$ cat config.mk
export PLATFORM = sky130hd
export DESIGN_NAME = tmpwm_top
export DESIGN_NICKNAME = d
export VERILOG_FILES = /design/src/verilog/tmpwm_pkg.sv /design/src/verilog/tmpwm_tick_if.sv /design/src/verilog/tmpwm_tick.sv /design/src/verilog/tmpwm_top.sv
export SDC_FILE = /design/constraint.sdc
export NUM_CORES = 1
export LEC_CHECK = 0
export BUFFER_PORTS_ARGS = -buffer_cell sky130_fd_sc_hd__buf_4
export CAP_MARGIN = 40
export CORE_MARGIN = 4
export CORE_UTILIZATION = 53
export DETAILED_ROUTE_END_ITERATION = 10
export PLACE_DENSITY = 0.77
export SLEW_MARGIN = 10
export SYNTH_ARGS = -nofsm -noshare
export SYNTH_HDL_FRONTEND = slang
export SYNTH_SLANG_ARGS = --single-unit
$ cat constraint.sdc
create_clock -name ref_clk -period 2.65 [get_ports ref_clk]
set_input_delay 0.1325 -clock ref_clk [delete_from_list [all_inputs] [get_ports ref_clk]]
set_output_delay 0.1325 -clock ref_clk [all_outputs]
set_load 0.005 [all_outputs]
$ cat src/verilog/tmpwm_pkg.sv
// Package for the timer channel: register map, field positions, modes, states.
// Assumes a 32-bit APB slave with one aligned word per register.
package tmpwm_pkg;

	// Register byte offsets
	localparam logic [7:0] OFF_MODE = 8'h00;
	localparam logic [7:0] OFF_RUN = 8'h04;
	localparam logic [7:0] OFF_TRIG = 8'h08;
	localparam logic [7:0] OFF_PRESC = 8'h0c;
	localparam logic [7:0] OFF_COUNT = 8'h10;
	localparam logic [7:0] OFF_STATUS = 8'h14;

	// Mode register fields
	localparam int MODE_OP_LSB = 0;
	localparam int MODE_EDGE_BIT = 3;
	localparam int MODE_TSRC_BIT = 4;
	localparam int MODE_WIDTH_BIT = 5;
	localparam int MODE_CLK_LSB = 6;
	localparam logic [7:0] MODE_WMASK = 8'hfb;

	// Run, trigger route and prescale fields
	localparam int RUN_BIT = 0;
	localparam int TRIG_SRC_LSB = 0;
	localparam int TRIG_SOFT_BIT = 2;
	localparam int PRESC_LSB = 0;

	// Reset values
	localparam logic [7:0] MODE_RST = 8'h00;
	localparam logic [1:0] TSRC_RST = 2'h0;
	localparam logic [3:0] PRESC_RST = 4'h0;
	localparam logic [15:0] COUNT_RST = 16'h0000;

	// Operation modes
	localparam logic [1:0] OP_ONESHOT = 2'h2;
	localparam logic [1:0] OP_PWM = 2'h3;

	// Trigger sources
	localparam logic [1:0] TSRC_PIN = 2'h0;

	// Count source selections
	localparam logic [1:0] CLK_F1 = 2'h0;
	localparam logic [1:0] CLK_F8 = 2'h1;
	localparam logic [1:0] CLK_F2N = 2'h2;
	localparam logic [1:0] CLK_SLOW = 2'h3;
	localparam logic [2:0] F8_LAST = 3'h7;

	// Last period step: period is last value plus one
	localparam logic [15:0] PER16_LAST = 16'hfffe;
	localparam logic [15:0] PER8_LAST = 16'h00fe;

	typedef enum logic [1:0] {
		TMPWM_IDLE = 2'b01,
		TMPWM_RUN = 2'b10
	} tmpwm_state_t;

endpackage : tmpwm_pkg

$ cat src/verilog/tmpwm_tick_if.sv
// Interface between the timer core and its count source generator.
// Assumes both ends share ref_clk.
`timescale 1ns/1ps
`default_nettype none
interface tmpwm_tick_if;
	logic [1:0] clk_sel;
	logic [3:0] prescale;
	logic tick;
	modport core (output clk_sel, output prescale, input tick);
	modport gen (input clk_sel, input prescale, output tick);
endinterface : tmpwm_tick_if
`default_nettype wire

$ cat src/verilog/tmpwm_tick.sv
// Count source generator: one-cycle tick per count source edge.
// Assumes slow_clk_32 is a level synchronous to ref_clk.
`timescale 1ns/1ps
`default_nettype none
module tmpwm_tick (
	input wire logic ref_clk,
	input wire logic sys_rst,
	input wire logic slow_clk_32,
	tmpwm_tick_if.gen tk
);
	logic [2:0] f8_q, f8_d;
	logic [4:0] f2n_q, f2n_d;
	logic slow_prev_q, slow_prev_d;
	logic tick_q, tick_d;
	logic [4:0] f2n_last;

	always_comb begin
		f2n_last = {tk.prescale, 1'b0} - 5'd1;
		f8_d = f8_q + 3'd1;
		slow_prev_d = slow_clk_32;
		f2n_d = f2n_q + 5'd1;
		if (f2n_q >= f2n_last) begin
			f2n_d = 5'd0;
		end
		case (tk.clk_sel)
			tmpwm_pkg::CLK_F1: tick_d = 1'b1;
			tmpwm_pkg::CLK_F8: tick_d = (f8_q == tmpwm_pkg::F8_LAST);
			tmpwm_pkg::CLK_F2N: begin
				// Zero means undivided, else divide by twice the field
				tick_d = (tk.prescale == 4'h0) || (f2n_q >= f2n_last);
			end
			tmpwm_pkg::CLK_SLOW: tick_d = slow_clk_32 && !slow_prev_q;
			default: tick_d = 1'b0;
		endcase
	end

	always_ff @(posedge ref_clk or posedge sys_rst) begin
		if (sys_rst) begin
			f8_q <= 3'd0;
			f2n_q <= 5'd0;
			slow_prev_q <= 1'b0;
			tick_q <= 1'b0;
		end else begin
			f8_q <= f8_d;
			f2n_q <= f2n_d;
			slow_prev_q <= slow_prev_d;
			tick_q <= tick_d;
		end
	end

	assign tk.tick = tick_q;
endmodule : tmpwm_tick
`default_nettype wire

$ cat src/verilog/tmpwm_top.sv
// Timer channel with one-shot and 16/8-bit PWM modes behind an APB slave.
// Assumes APB on ref_clk; trigger pin and overflow inputs synchronous.
//
// Operation
// - Mode bits 10 select one-shot
// - Edge bit: 0 falling, 1 rising pin edge
// - Trigger select: soft start or routed source (PWM with no routed source starts on the run bit alone)
// - Prescale zero undivided, else divide 2n
// - Edge bit ignored for overflow sources
// - PWM reloads at each output rising edge
// - Triggers ignored while PWM counts
// - 16-bit high time equals n cycles
// - 16-bit period fixed 65535 cycles
// - 8-bit: prescale m+1, high n, period 255
// - Start needs run bit and a trigger
// - Clearing run bit stops PWM
// - Interrupt request on output falling edge
// - Pin roles: trigger input, pulse output
// - Counter read value is undefined
// - Write when stopped loads reload and counter
// - Write while counting loads reload only
// - Mode bits 11 select PWM
// - Width bit: 0 is 16-bit, 1 is 8-bit
`timescale 1ns/1ps
`default_nettype none
module tmpwm_top (
	input wire logic ref_clk,
	input wire logic sys_rst,
	input wire logic [7:0] paddr,
	input wire logic psel,
	input wire logic penable,
	input wire logic pwrite,
	input wire logic [31:0] pwdata,
	output logic [31:0] prdata,
	output logic pready,
	output logic pslverr,
	input wire logic trigger_in_pin,
	input wire logic [2:0] other_ovf,
	input wire logic slow_clk_32,
	output logic pulse_out_pin,
	output logic irq_req
);

	////////////////////////////////////////////////////////////////////////////
	// Helpers

	// High-time value: full word in 16-bit form, upper byte in 8-bit form
	function automatic logic [15:0] hi_value(input logic width8, input logic [15:0] val);
		hi_value = width8 ? {8'h00, val[15:8]} : val;
	endfunction : hi_value

	function automatic logic reg_hit(input logic [7:0] addr);
		reg_hit = (addr == tmpwm_pkg::OFF_MODE) || (addr == tmpwm_pkg::OFF_RUN)
			|| (addr == tmpwm_pkg::OFF_TRIG) || (addr == tmpwm_pkg::OFF_PRESC)
			|| (addr == tmpwm_pkg::OFF_COUNT) || (addr == tmpwm_pkg::OFF_STATUS);
	endfunction : reg_hit

	////////////////////////////////////////////////////////////////////////////
	// Registers and count source

	logic [7:0] mode_q, mode_d;
	logic run_q, run_d;
	logic [1:0] tsrc_q, tsrc_d;
	logic [3:0] presc_q, presc_d;
	logic [15:0] reload_q, reload_d;
	logic [31:0] prdata_q, prdata_d;
	logic pready_q, pslverr_q, pslverr_d;
	logic soft_q, soft_d;
	logic pin_prev_q;

	tmpwm_pkg::tmpwm_state_t state_q, state_d;
	logic [15:0] cnt_q, cnt_d;
	logic [15:0] per_q, per_d;
	logic [7:0] pre_q, pre_d;
	logic out_q, out_d;
	logic irq_q, irq_d;
	logic first_q, first_d;

	tmpwm_tick_if tk ();
	assign tk.clk_sel = mode_q[tmpwm_pkg::MODE_CLK_LSB +: 2];
	assign tk.prescale = presc_q;

	tmpwm_tick u_tick (
		.ref_clk(ref_clk),
		.sys_rst(sys_rst),
		.slow_clk_32(slow_clk_32),
		.tk(tk)
	);

	////////////////////////////////////////////////////////////////////////////
	// APB register file

	logic wr_en;
	logic wr_count;
	logic [1:0] op_mode;
	logic width8;
	logic is_pwm;
	logic is_oneshot;

	always_comb begin
		wr_en = psel && penable && pwrite && pready_q;
		wr_count = wr_en && (paddr == tmpwm_pkg::OFF_COUNT);
		op_mode = mode_q[tmpwm_pkg::MODE_OP_LSB +: 2];
		is_pwm = (op_mode == tmpwm_pkg::OP_PWM);
		is_oneshot = (op_mode == tmpwm_pkg::OP_ONESHOT);
		width8 = mode_q[tmpwm_pkg::MODE_WIDTH_BIT];
		mode_d = mode_q;
		run_d = run_q;
		tsrc_d = tsrc_q;
		presc_d = presc_q;
		soft_d = 1'b0;
		if (wr_en) begin
			case (paddr)
				tmpwm_pkg::OFF_MODE: mode_d = pwdata[7:0] & tmpwm_pkg::MODE_WMASK;
				tmpwm_pkg::OFF_RUN: run_d = pwdata[tmpwm_pkg::RUN_BIT];
				tmpwm_pkg::OFF_TRIG: begin
					tsrc_d = pwdata[tmpwm_pkg::TRIG_SRC_LSB +: 2];
					soft_d = pwdata[tmpwm_pkg::TRIG_SOFT_BIT];
				end
				tmpwm_pkg::OFF_PRESC: presc_d = pwdata[tmpwm_pkg::PRESC_LSB +: 4];
				default: ;
			endcase
		end
		prdata_d = prdata_q;
		pslverr_d = 1'b0;
		if (psel && !penable) begin
			pslverr_d = !reg_hit(paddr);
			case (paddr)
				tmpwm_pkg::OFF_MODE: prdata_d = {24'h000000, mode_q};
				tmpwm_pkg::OFF_RUN: prdata_d = {31'h00000000, run_q};
				tmpwm_pkg::OFF_TRIG: prdata_d = {30'h00000000, tsrc_q};
				tmpwm_pkg::OFF_PRESC: prdata_d = {28'h0000000, presc_q};
				// Live count, not a reliable value in PWM
				tmpwm_pkg::OFF_COUNT: prdata_d = {16'h0000, cnt_q};
				tmpwm_pkg::OFF_STATUS: begin
					prdata_d = {30'h00000000, out_q, state_q == tmpwm_pkg::TMPWM_RUN};
				end
				default: prdata_d = 32'h00000000;
			endcase
		end
	end

	////////////////////////////////////////////////////////////////////////////
	// Trigger selection

	logic pin_edge;
	logic src_trig;
	logic trig;
	logic start;

	always_comb begin
		pin_edge = mode_q[tmpwm_pkg::MODE_EDGE_BIT] ? (trigger_in_pin && !pin_prev_q)
			: (!trigger_in_pin && pin_prev_q);
		// Edge choice only matters for the pin source
		if (tsrc_q == tmpwm_pkg::TSRC_PIN) begin
			src_trig = pin_edge;
		end else begin
			src_trig = other_ovf[tsrc_q - 2'd1];
		end
		if (mode_q[tmpwm_pkg::MODE_TSRC_BIT]) begin
			trig = src_trig;
		end else if (is_oneshot) begin
			trig = soft_q;
		end else begin
			trig = 1'b1;
		end
		start = run_q && trig;
	end

	////////////////////////////////////////////////////////////////////////////
	// Counter core

	logic step;
	logic [15:0] per_last;

	always_comb begin
		state_d = state_q;
		cnt_d = cnt_q;
		per_d = per_q;
		pre_d = pre_q;
		out_d = out_q;
		irq_d = 1'b0;
		first_d = first_q;
		reload_d = reload_q;
		per_last = width8 ? tmpwm_pkg::PER8_LAST : tmpwm_pkg::PER16_LAST;
		step = 1'b0;
		if (tk.tick) begin
			if (!width8 || !is_pwm) begin
				step = 1'b1;
			end else if (pre_q == 8'h00) begin
				pre_d = reload_q[7:0];
				step = 1'b1;
			end else begin
				pre_d = pre_q - 8'h01;
			end
		end
		case (state_q)
			tmpwm_pkg::TMPWM_IDLE: begin
				out_d = 1'b0;
				if (start && is_pwm) begin
					state_d = tmpwm_pkg::TMPWM_RUN;
					cnt_d = hi_value(width8, reload_q);
					per_d = per_last;
					pre_d = reload_q[7:0];
					out_d = (hi_value(width8, reload_q) != 16'h0000);
					first_d = 1'b0;
				end else if (start && is_oneshot && reload_q != 16'h0000) begin
					state_d = tmpwm_pkg::TMPWM_RUN;
					cnt_d = reload_q;
					out_d = 1'b1;
					first_d = 1'b0;
				end
			end
			tmpwm_pkg::TMPWM_RUN: begin
				if (tk.tick) begin
					first_d = 1'b1;
				end
				if (is_oneshot && start) begin
					cnt_d = reload_q;
				end else if (is_oneshot && step) begin
					if (cnt_q == 16'h0001) begin
						cnt_d = reload_q;
						irq_d = 1'b1;
						out_d = 1'b0;
						state_d = tmpwm_pkg::TMPWM_IDLE;
					end else begin
						cnt_d = cnt_q - 16'h0001;
					end
				end else if (is_pwm && step) begin
					// Further triggers have no effect here
					if (per_q == 16'h0000) begin
						per_d = per_last;
						cnt_d = hi_value(width8, reload_q);
						out_d = (hi_value(width8, reload_q) != 16'h0000);
					end else begin
						per_d = per_q - 16'h0001;
						if (cnt_q != 16'h0000) begin
							cnt_d = cnt_q - 16'h0001;
							if (cnt_q == 16'h0001) begin
								out_d = 1'b0;
								irq_d = 1'b1;
							end
						end
					end
				end
				if (!run_q || !(is_pwm || is_oneshot)) begin
					state_d = tmpwm_pkg::TMPWM_IDLE;
					out_d = 1'b0;
				end
			end
			default: begin
				state_d = tmpwm_pkg::TMPWM_IDLE;
				out_d = 1'b0;
			end
		endcase
		if (wr_count) begin
			reload_d = pwdata[15:0];
			if (state_q == tmpwm_pkg::TMPWM_IDLE || !first_q) begin
				cnt_d = is_pwm ? hi_value(width8, pwdata[15:0]) : pwdata[15:0];
			end
		end
	end

	always_ff @(posedge ref_clk or posedge sys_rst) begin
		if (sys_rst) begin
			mode_q <= tmpwm_pkg::MODE_RST;
			run_q <= 1'b0;
			tsrc_q <= tmpwm_pkg::TSRC_RST;
			presc_q <= tmpwm_pkg::PRESC_RST;
			reload_q <= tmpwm_pkg::COUNT_RST;
			prdata_q <= 32'h00000000;
			pready_q <= 1'b0;
			pslverr_q <= 1'b0;
			soft_q <= 1'b0;
			pin_prev_q <= 1'b0;
			state_q <= tmpwm_pkg::TMPWM_IDLE;
			cnt_q <= tmpwm_pkg::COUNT_RST;
			per_q <= 16'h0000;
			pre_q <= 8'h00;
			out_q <= 1'b0;
			irq_q <= 1'b0;
			first_q <= 1'b0;
		end else begin
			mode_q <= mode_d;
			run_q <= run_d;
			tsrc_q <= tsrc_d;
			presc_q <= presc_d;
			reload_q <= reload_d;
			prdata_q <= prdata_d;
			pready_q <= 1'b1;
			pslverr_q <= pslverr_d;
			soft_q <= soft_d;
			pin_prev_q <= trigger_in_pin;
			state_q <= state_d;
			cnt_q <= cnt_d;
			per_q <= per_d;
			pre_q <= pre_d;
			out_q <= out_d;
			irq_q <= irq_d;
			first_q <= first_d;
		end
	end

	assign prdata = prdata_q;
	assign pready = pready_q;
	assign pslverr = pslverr_q;
	assign pulse_out_pin = out_q;
	assign irq_req = irq_q;
endmodule : tmpwm_top
`default_nettype wire
==> impl_metrics.yaml, run 1 <==
floorplan:
  die_w_um: 120.5
  fp.dieH_um: 120.5
  num_rows: 40
  start_util: 0.5491
  core_area_um2: 12210
  ios: 86
  dieArea_um2: 14510
grt:
  grt_pass1_wl_mm: 34.71
  use_met2: 0.4977
  grt_use_total: 0.3074
  grt_max_degree: 37
  grt_pass1_vias: 6218
  grt-busiest-layer: "met2"
  grt_overflow_total: 0
  met3_usage: 0.05800
  grt_use_met1: 0.4043
  antenna_found_initial: 0
synthesis:
  syn_inst: 735
  ys_seq_elements: 105
  async_reset_ff_frac: 1.000
  synth_area_per_cell_um2: 9.123
  synth_edf_count: 0
  yosysWarnings: 0
  ys_seq_area_frac: 0.3921
  synth_flop_cell: "dfrtp_1"
  netlist_area_um2: 6705
  synthDistinctLibCells: 88
setup_path:
  cpPeakStageDelay_ps: 380
  arrival_ps: 2820
  required_ps: 2890
  start_kind: "flip-flop"
  cp_max_fo: 4
  cp-end-kind: "flip-flop"
  path_class: "reg -> reg"
  r2r_setup_slack_ps: 70
  crit_chain: "inv_1 > ha_4 > mux2i_2 > o2111ai_2 > nand3_1 > a21oi_1 > nand2b_2 > o21ai_0 > buf_4 > a221oi_1 > nor3_1"
  crit_slowest_cell: "dfrtp_1"
clock_network:
  numCtsBuffers: 9
  cts_tree: "done"
  cts_root_buf: "clkbuf_16"
  cts_buffer_depth: 2
  clkTransAtPathRegs_ps: 70
  clock_latency_ps: 360
  clock-sinks: 105
  htreeDepth: 3
routing:
  antenna_left: 0
  routedWlPerCell_um: 21.41
  drtIter0Drc: 765
  via_count: 6395
  routed_wl_mm: 21.99
  vias_per_cell: 6.227
  drt-pass1-iter-count: 5
  drc: 0
power:
  p_int_mw: 3.401
  peakVddDrop_v: 0.0006582
  power-per-cell-area_nw_per_um2: 668.6
  power_mw: 5.487
  p_clk_frac: 0.240
  seqPwrFrac: 0.353
  p_leak_nw: 3.611
  p_sw_mw: 2.086
  pwr-share-comb: 0.407
  switching_share: 0.3801
hold_path:
  holdCritPathClass: "in -> reg"
placed_design:
  post-place-ws_ps: 31.68
  port_buffers: 53
  place_congestion: 1.018
  dpl.hpwl_mm: 16.74
timing:
  worst_pin_slew_ps: 795.2
  final.setup_skew_ps: 6.781
  period_needed_ps: 2583
  final.period_utilization: 0.9748
  setup_viol: 0
  setup_tns_ps: 0
  hold_viol: 0
  slew_headroom: 0.4699
  max_freq_mhz: 387.1
  fin_ws_ps: 66.65
  final-max-slew-violation-count: 0
finish:
  syn_to_final_growth_pct: 22.39
  post-route-util: 0.6720
  antennaDiodeCount: 0
  fillers: 1002
  drive_above_1_share: 0.2806
  fin_nets: 921
run_status:
  status: "finished, final reports clean"
flow_run:
  drv_cap: 0
-- per-layer routing --
layer	up-vias	share of wire
met5	-	0
met4	0	0.043
met3	64	0.069
met2	312	0.48
met1	3106	0.40
li1	2913	-
-- worst max-delay path, delay by kind of cell, from the launching register on --
kind / cells / cell delay [ps]
buffers and inverters: 2 / 320
and+or+nand+nor: 3 / 450
DFF: 1 / 380
AOI/OAI and AO/OA: 4 / 940
adders and majority gates: 1 / 230
muxes: 1 / 160
-- worst paths after layout --
kind / start / end / cells past startpoint
min: pwdata[6] / reload_q[6]$_DFFE_PP0P_ / 2
max: tsrc_q[0]$_DFFE_PP0P_ / cnt_q[13]$_DFF_PP0_ / 11
max in group asynchronous: sys_rst / state_q[0]$_DFFE_PP1P_ / 5
max reg2reg: tsrc_q[0]$_DFFE_PP0P_ / cnt_q[13]$_DFF_PP0_ / 11
min reg2reg: u_tick.f8_q[0]$_DFF_PP0_ / u_tick.f8_q[0]$_DFF_PP0_ / 1
min in group asynchronous: sys_rst / reload_q[11]$_DFFE_PP0P_ / 3
-- layout make-up --
type / instances / area [µm²] / share of cell area
Multi-Input combinational cell: 568 / 3834 / 0.4671
Sequential cell: 105 / 2629 / 0.3203
Timing Repair Buffer: 145 / 1146 / 0.1397
Clock buffer: 11 / 252.7 / 0.03080
Tap cell: 168 / 210.2 / 0.02561
Inverter: 25 / 97.59 / 0.01189
Clock inverter: 5 / 37.54 / 0.004574
-- flip-flops by register name (all words and copies together), names as in the netlist, 2 cells and up --
name          count
cnt_q            16
per_q            16
reload_q         16
tsrc_q            2
mode_q            7
pre_q             8
presc_q           4
prdata           16
u_tick.f2n_q      5
state_q           2
u_tick.f8_q       3
-- power groups by stage --
| stage | clock, mW | combinational [mW] | sequential [mW] |
|---|---|---|---|
| floorplan | 0 | 1.29 | 1.93 |
| global placement | 0 | 2.12 | 1.94 |
| detailed placement | 0 | 2.16 | 1.96 |
| CTS | 1.34 | 2.19 | 1.93 |
| global route | 1.42 | 2.41 | 1.96 |
| finish | 1.32 | 2.24 | 1.93 |
-- synthesized netlist by cell type (all sizes together) (5+ instances only) --
| cell | n | area share |
|---|---|---|
| dfrtp | 104 | 0.39 |
| nand2 | 87 | 0.049 |
| o21ai | 58 | 0.044 |
| nor2 | 55 | 0.032 |
| a21oi | 45 | 0.034 |
| mux2 | 34 | 0.057 |
| buf | 30 | 0.030 |
| nand3 | 26 | 0.020 |
| nor3 | 25 | 0.022 |
| inv | 24 | 0.013 |
| clkbuf | 22 | 0.012 |
| ha | 17 | 0.032 |
| a31oi | 11 | 0.010 |
| mux2i | 11 | 0.016 |
| nand4 | 11 | 0.013 |
| xnor2 | 11 | 0.014 |
| nand2b | 9 | 0.0088 |
| o22ai | 9 | 0.0084 |
| a22oi | 8 | 0.011 |
| and3 | 7 | 0.0067 |
| nor4b | 7 | 0.010 |
| or3 | 7 | 0.0073 |
| a221oi | 6 | 0.010 |
| nand3b | 6 | 0.0067 |
| nor4 | 6 | 0.012 |
| o211ai | 6 | 0.0067 |
| o21a | 6 | 0.0067 |
| o22a | 6 | 0.0078 |
| a211oi | 5 | 0.0063 |
| a32oi | 5 | 0.0065 |
| and2 | 5 | 0.0050 |
| o2111ai | 5 | 0.0075 |
-- placed cells by master, fill, tap and decap left out, types with 7 or more instances in the layout --
cell type,instances
nor2_1,53
dfrtp_1,104
nand2_1,87
nand3_1,25
nand2b_1,7
inv_1,23
o21ai_0,53
conb_1,17
o22ai_1,9
nor3_1,21
nand4_1,9
a22oi_1,7
ha_1,16
clkbuf_16,9
mux2_2,34
a31oi_1,11
a21oi_1,44
xnor2_1,11
buf_4,138
mux2i_1,10
-- timing repair --
action | in CTS | in global routing
hold buffers | 3 | 0
gates resized for setup | 0 | 13
hold endpoints to repair | 68 | 0
setup buffers | 0 | 1
endpoints found under the setup margin | 0 | 23
-- cell families (layout without fill, tap and decap cells) --
group           count (synthesis)  count (layout)  synth area share
buf+inv                        77             186           0.05654
flops                         105             105            0.3921
xor+xnor                       15              15           0.01959
simple gates                  270             270            0.2174
compound gates                204             204            0.2081
other cells                     2              17          0.001120
fa+ha+maj                      17              17           0.03172
mux                            45              45           0.07352
-- metrics by stage --
| stage | hold slack (ps) | cell area (µm²) | instances |
|---|---|---|---|
| 3_5_place_dp | 90.74 | 7805 | 1007 |
| 2_1_floorplan | 163.9 | 6765 | 750 |
| 5_1_grt | 16.98 | 8207 | 1027 |
| 3_3_place_gp | 255.4 | 7785 | 1006 |
| 4_1_cts | 19.79 | 8125 | 1026 |
| 6_report | 27.21 | 8207 | 1027 |
Note: power is estimated with default switching activity, not from simulation.
==> inputs of run 2 (changes only) <==
CORE_MARGIN = 2   (was 4)
==> run 2 against run 1 <==
Compared with the run above:
- power down 1.6%
- clock-buffer cell count down 1
- hold slack worse by 3.9 ps
- via count down 0.25%
- critical path type unchanged
- fmax down 0.26%
==> impl_metrics.yaml, run 2 (synthesis results as in run 1) <==
setup_path:
  cp_max_fo: 8
  crit_chain: "inv_1 > ha_1 > nor4b_1 > nand4_1 > and2_4 > a22oi_4 > nor2_2 > a32o_1 > a211oi_2 > a21oi_1"
  start_kind: "flip-flop"
  worstRegToRegCells: 10
  reg2reg_to: "cnt_q[6]$_DFF_PP0_"
  cp_num_buf_inv: 1
  reg2reg_from: "cnt_q[1]$_DFF_PP0_"
  crit_family: "simple AND/OR/NAND/NOR gates"
  r2r_setup_slack_ps: 60
  required_ps: 2890
  cpPeakStageDelay_ps: 420
  cp-end-kind: "flip-flop"
  arrival_ps: 2830
  path_class: "reg -> reg"
  crit_slowest_cell: "dfrtp_1"
finish:
  final_cell_mix: "buf_4 (132), dfrtp_1 (104), nand2_1 (86)"
  syn_to_final_growth_pct: 21.37
  instances_no_fill: 1023
  fin_nets: 913
  drive_above_1_share: 0.2773
  antennaDiodeCount: 0
  final_common_cell: "buf_4"
clock_network:
  cts_root_buf: "clkbuf_16"
  clock_latency_ps: 370
  numCtsBuffers: 9
  cts_tree: "done"
  cts_buffer_depth: 2
  clock-sinks: 105
  clkTransAtPathRegs_ps: 70
  htreeDepth: 3
routing:
  vias_per_cell: 6.236
  via_count: 6379
  drtIter0Drc: 636
  routedWlPerCell_um: 20.96
  drc: 0
  antenna_left: 0
  drt-pass1-iter-count: 5
  routed_wl_mm: 21.45
hold_path:
  holdCritStartpoint: "pwdata[13]"
  whs_endpoint: "reload_q[13]$_DFFE_PP0P_"
  holdCritPathClass: "in -> reg"
  worstHoldPathCells: 2
timing:
  max_freq_mhz: 386.1
  worst_pin_slew_ps: 813.8
  final-max-slew-violation-count: 0
  final.period_utilization: 0.9774
  slew_headroom: 0.4574
  hold_viol: 0
  whs_ps: 23.35
  period_needed_ps: 2590
  setup_viol: 0
  final.setup_skew_ps: 7.469
run_status:
  status: "finished, final reports clean"
power:
  p_leak_nw: 3.557
  power-per-cell-area_nw_per_um2: 663.6
  peakVddDrop_v: 0.0005379
  pwr-share-comb: 0.397
  switching_share: 0.3885
  power_mw: 5.400
  p_int_mw: 3.302
  p_clk_frac: 0.246
  p_sw_mw: 2.098
  seqPwrFrac: 0.357
grt:
  grt_use_met1: 0.4159
  use_met2: 0.5240
  grt_pass1_vias: 6146
  grt_use_total: 0.3227
  met3_usage: 0.06124
  grt_overflow_total: 0
  grt_max_degree: 57
  grt_pass1_wl_mm: 33.08
  antenna_found_initial: 0
  grt-busiest-layer: "met2"
flow_run:
  drv_cap: 0
placed_design:
  dp.cells: 998
  port_buffers: 53
  place_congestion: 1.003
  dpl.hpwl_mm: 15.95
floorplan:
  ios: 86
  dieArea_um2: 13570
  start_util: 0.5379
  num_rows: 41
  die_w_um: 116.5
  fp.dieH_um: 116.5
  core_area_um2: 12470
run 2: worst max path at each step:
| stage | cells past startpoint | end | slack [ps] | startpoint |
|---|---|---|---|---|
| final | 10 | cnt_q[6]$_DFF_PP0_ | 60 | cnt_q[1]$_DFF_PP0_ |
| after global routing | 10 | per_q[11]$_DFFE_PP0P_ | -10 | pre_q[1]$_DFF_PP0_ |
| after CTS | 10 | cnt_q[5]$_DFF_PP0_ | 0.1 | tsrc_q[1]$_DFFE_PP0P_ |
| after detailed placement | 10 | per_q[2]$_DFFE_PP0P_ | -4 | tsrc_q[1]$_DFFE_PP0P_ |
| after global placement | 10 | per_q[2]$_DFFE_PP0P_ | 90 | tsrc_q[1]$_DFFE_PP0P_ |
| after floorplan | 11 | cnt_q[6]$_DFF_PP0_ | 280 | tsrc_q[0]$_DFFE_PP0P_ |
run 2: metal layers:
layer  vias to the layer above  wire (µm)  part of all wire
met5                         -          0                 0
met3                        60       1495             0.070
met1                      3132       8633              0.40
met2                       296      10340              0.48
met4                         0        976             0.046
li1                       2891          -                 -
run 2: final cells by class:
class,count,area (µm²)
multi-input combinational,568,3849
timing repair buffer,137,1061
clock inverter,6,47.55
inverter,25,97.59
tap,172,215.2
fill,1071,4328
clock buffer,10,239.0
sequential,105,2629
run 2: power groups by stage:
stage,Combinational (mW),Clock (mW),Sequential (mW)
3_3_place_gp,1.98,0,1.94
5_1_grt,2.31,1.40,1.95
3_5_place_dp,2.02,0,1.96
6_report,2.14,1.33,1.93
2_1_floorplan,1.29,0,1.93
4_1_cts,2.04,1.35,1.93
run 2: timing repair:
action,in CTS,in global routing
hold endpoints to repair,33,0
gates cloned,0,0
resized for setup,1,16
endpoints found under the setup margin,2,31
hold buffers,3,0
pin swaps,0,7
buffers inserted,0,6
run 2: per-stage QoR:
stage                 util  instance area (µm²)  setup TNS [ps]  setup WS [ps]
floorplan                -                 6765               0          278.2
CTS                 0.6422                 8005               0         0.1432
global placement    0.6167                 7687               0          94.15
global route        0.6528                 8138          -17.59         -11.44
finish              0.6528                 8138               0          59.80
detailed placement  0.6167                 7687          -3.755         -3.755
run 2: worst register-to-register path, delay by kind of cell (launching register included):
family	cells	cell delay (ps)
AND/OR/NAND/NOR	4	930
flip-flops	1	420
adder cells (fa/ha/maj)	1	190
buffers and inverters	1	90
AO/OA/AOI/OAI	4	850
==> inputs of run 3 (changes only) <==
REMOVE_ABC_BUFFERS = 1   (was default)
==> run 3 against run 2 <==
Compared with the run above:
- die area did not move
- sequential share of layout area is 0.14 points lower
- power up 3.5%
- sequential power about the same
==> impl_metrics.yaml, run 3 (synthesis results as in run 1) <==
grt:
  grt_pass1_wl_mm: 31.82
  antenna_found_initial: 0
  grt_use_total: 0.3112
  grt_pass1_vias: 5968
  grt_overflow_total: 0
  grt_max_degree: 45
routing:
  met2_length_mm: 9.823
  antenna_left: 0
  dr_wl_met3_mm: 1.407
  drc: 0
  routedWlPerCell_um: 20.41
  via_count: 6369
  drtIter0Drc: 477
  wl_met1_mm: 8.749
  top_layer_used: "met4"
  vias_per_cell: 6.208
  drt-pass1-iter-count: 5
  routed_wl_mm: 20.94
setup_path:
  required_ps: 2900
  crit_chain: "nor3_1 > nand4_1 > o31a_1 > o2bb2ai_2 > a31o_4 > a221o_1 > o22ai_1 > nor2_1"
  reg2reg_to: "cnt_q[3]$_DFF_PP0_"
  worstRegToRegCells: 8
  crit_slowest_cell: "nor3_1"
  cpPeakStageDelay_ps: 460
  cp-end-kind: "flip-flop"
  start_kind: "flip-flop"
  cp_num_buf_inv: 0
  arrival_ps: 2840
  crit_family: "compound AO/OA/AOI/OAI gates"
  r2r_setup_slack_ps: 60
  path_class: "reg -> reg"
  reg2reg_from: "reload_q[5]$_DFFE_PP0P_"
  cp_max_fo: 7
floorplan:
  die_w_um: 116.5
  ios: 86
  core_area_um2: 12470
  dieArea_um2: 13570
  start_util: 0.5379
  num_rows: 41
  fp.dieH_um: 116.5
clock_network:
  cts_root_buf: "clkbuf_16"
  htreeDepth: 3
  clock-sinks: 105
  clock_latency_ps: 360
  numCtsBuffers: 9
  cts_tree: "done"
  cts_buffer_depth: 2
  clkTransAtPathRegs_ps: 80
timing:
  slew_headroom: 0.6019
  final.setup_skew_ps: 10.05
  whs_ps: 24.05
  setup_viol: 0
  hold_viol: 0
  max_freq_mhz: 386.4
  final.period_utilization: 0.9766
  period_needed_ps: 2588
  worst_pin_slew_ps: 597.2
  final-max-slew-violation-count: 0
placed_design:
  place_congestion: 1.013
  dpl.hpwl_mm: 15.73
  port_buffers: 53
hold_path:
  holdCritPathClass: "in -> reg"
  whs_endpoint: "reload_q[11]$_DFFE_PP0P_"
  worstHoldPathCells: 2
  holdCritStartpoint: "pwdata[11]"
finish:
  final_common_cell: "buf_4"
  fin_nets: 916
  antennaDiodeCount: 0
  drive_above_1_share: 0.2728
  syn_to_final_growth_pct: 21.89
  final_cell_mix: "buf_4 (134), dfrtp_1 (104), nand2_1 (87)"
  fillers: 1051
power:
  p_leak_nw: 3.596
  peakVddDrop_v: 0.0004599
  power-per-cell-area_nw_per_um2: 684.0
  power_mw: 5.590
run_status:
  status: "finished, final reports clean"
flow_run:
  drv_cap: 0
==> run 3: through the flow <==
stage               setup TNS [ps]  instance area, µm²  setup WS, ps    util  std cells
CTS                              0                8080         50.25  0.6482       1019
global placement                 0                7694         136.0  0.6172        999
floorplan                   -25570                6476        -241.4       -        698
finish                           0                8173         62.06  0.6556       1026
global route                -87.79                8173        -32.66  0.6556       1026
detailed placement               0                7709         72.17  0.6184       1000
==> run 3: area by class of cell <==
type	count	area, µm²	share of cell area
Sequential cell	105	2629	0.3216
Clock buffer	9	225.2	0.02756
Tap cell	172	215.2	0.02633
Inverter	25	96.34	0.01179
Multi-Input combinational cell	568	3800	0.4649
Clock inverter	7	116.4	0.01424
Timing Repair Buffer	140	1091	0.1335
==> run 3: per-layer routing <==
metal	global-route usage	up-vias
li1	-	2905
met1	0.4173	3117
met2	0.4864	284
met3	0.04826	63
met4	0.1675	0
met5	0	-
==> run 3: how the worst max path moves through the flow <==
stage	from	to	slack, ps	cells past startpoint
floorplan	sys_rst	cnt_q[0]$_DFF_PP0_	-240	1
global placement	tsrc_q[0]$_DFFE_PP0P_	cnt_q[3]$_DFF_PP0_	140	10
detailed placement	pre_q[0]$_DFF_PP0_	per_q[2]$_DFFE_PP0P_	70	11
CTS	pre_q[0]$_DFF_PP0_	per_q[2]$_DFFE_PP0P_	50	11
global route	pre_q[0]$_DFF_PP0_	per_q[2]$_DFFE_PP0P_	-30	11
finish	reload_q[5]$_DFFE_PP0P_	cnt_q[3]$_DFF_PP0_	60	8
==> run 3: timing repair <==
| action | CTS | global route |
|---|---|---|
| hold buffers | 3 | 0 |
| gates resized for setup | 0 | 9 |
| buffers inserted | 0 | 7 |
| endpoints found under the setup margin | 0 | 25 |
| endpoints found under the hold margin | 43 | 0 |
==> run 3: report_power, final <==
| part | switching (mW) | total [mW] | internal [mW] |
|---|---|---|---|
| registers | 0.174 | 1.94 | 1.76 |
| clock network | 0.697 | 1.56 | 0.863 |
| logic | 1.24 | 2.09 | 0.849 |
| total | 2.12 | 5.59 | 3.47 |
==> run 3: worst register-to-register path, stage by stage (launching register included) <==
cell       delay [ps]
dfrtp_1           390
nor3_1            460
nand4_1           290
o31a_1            330
o2bb2ai_2         140
a31o_4            260
a221o_1           380
o22ai_1           160
nor2_1             70
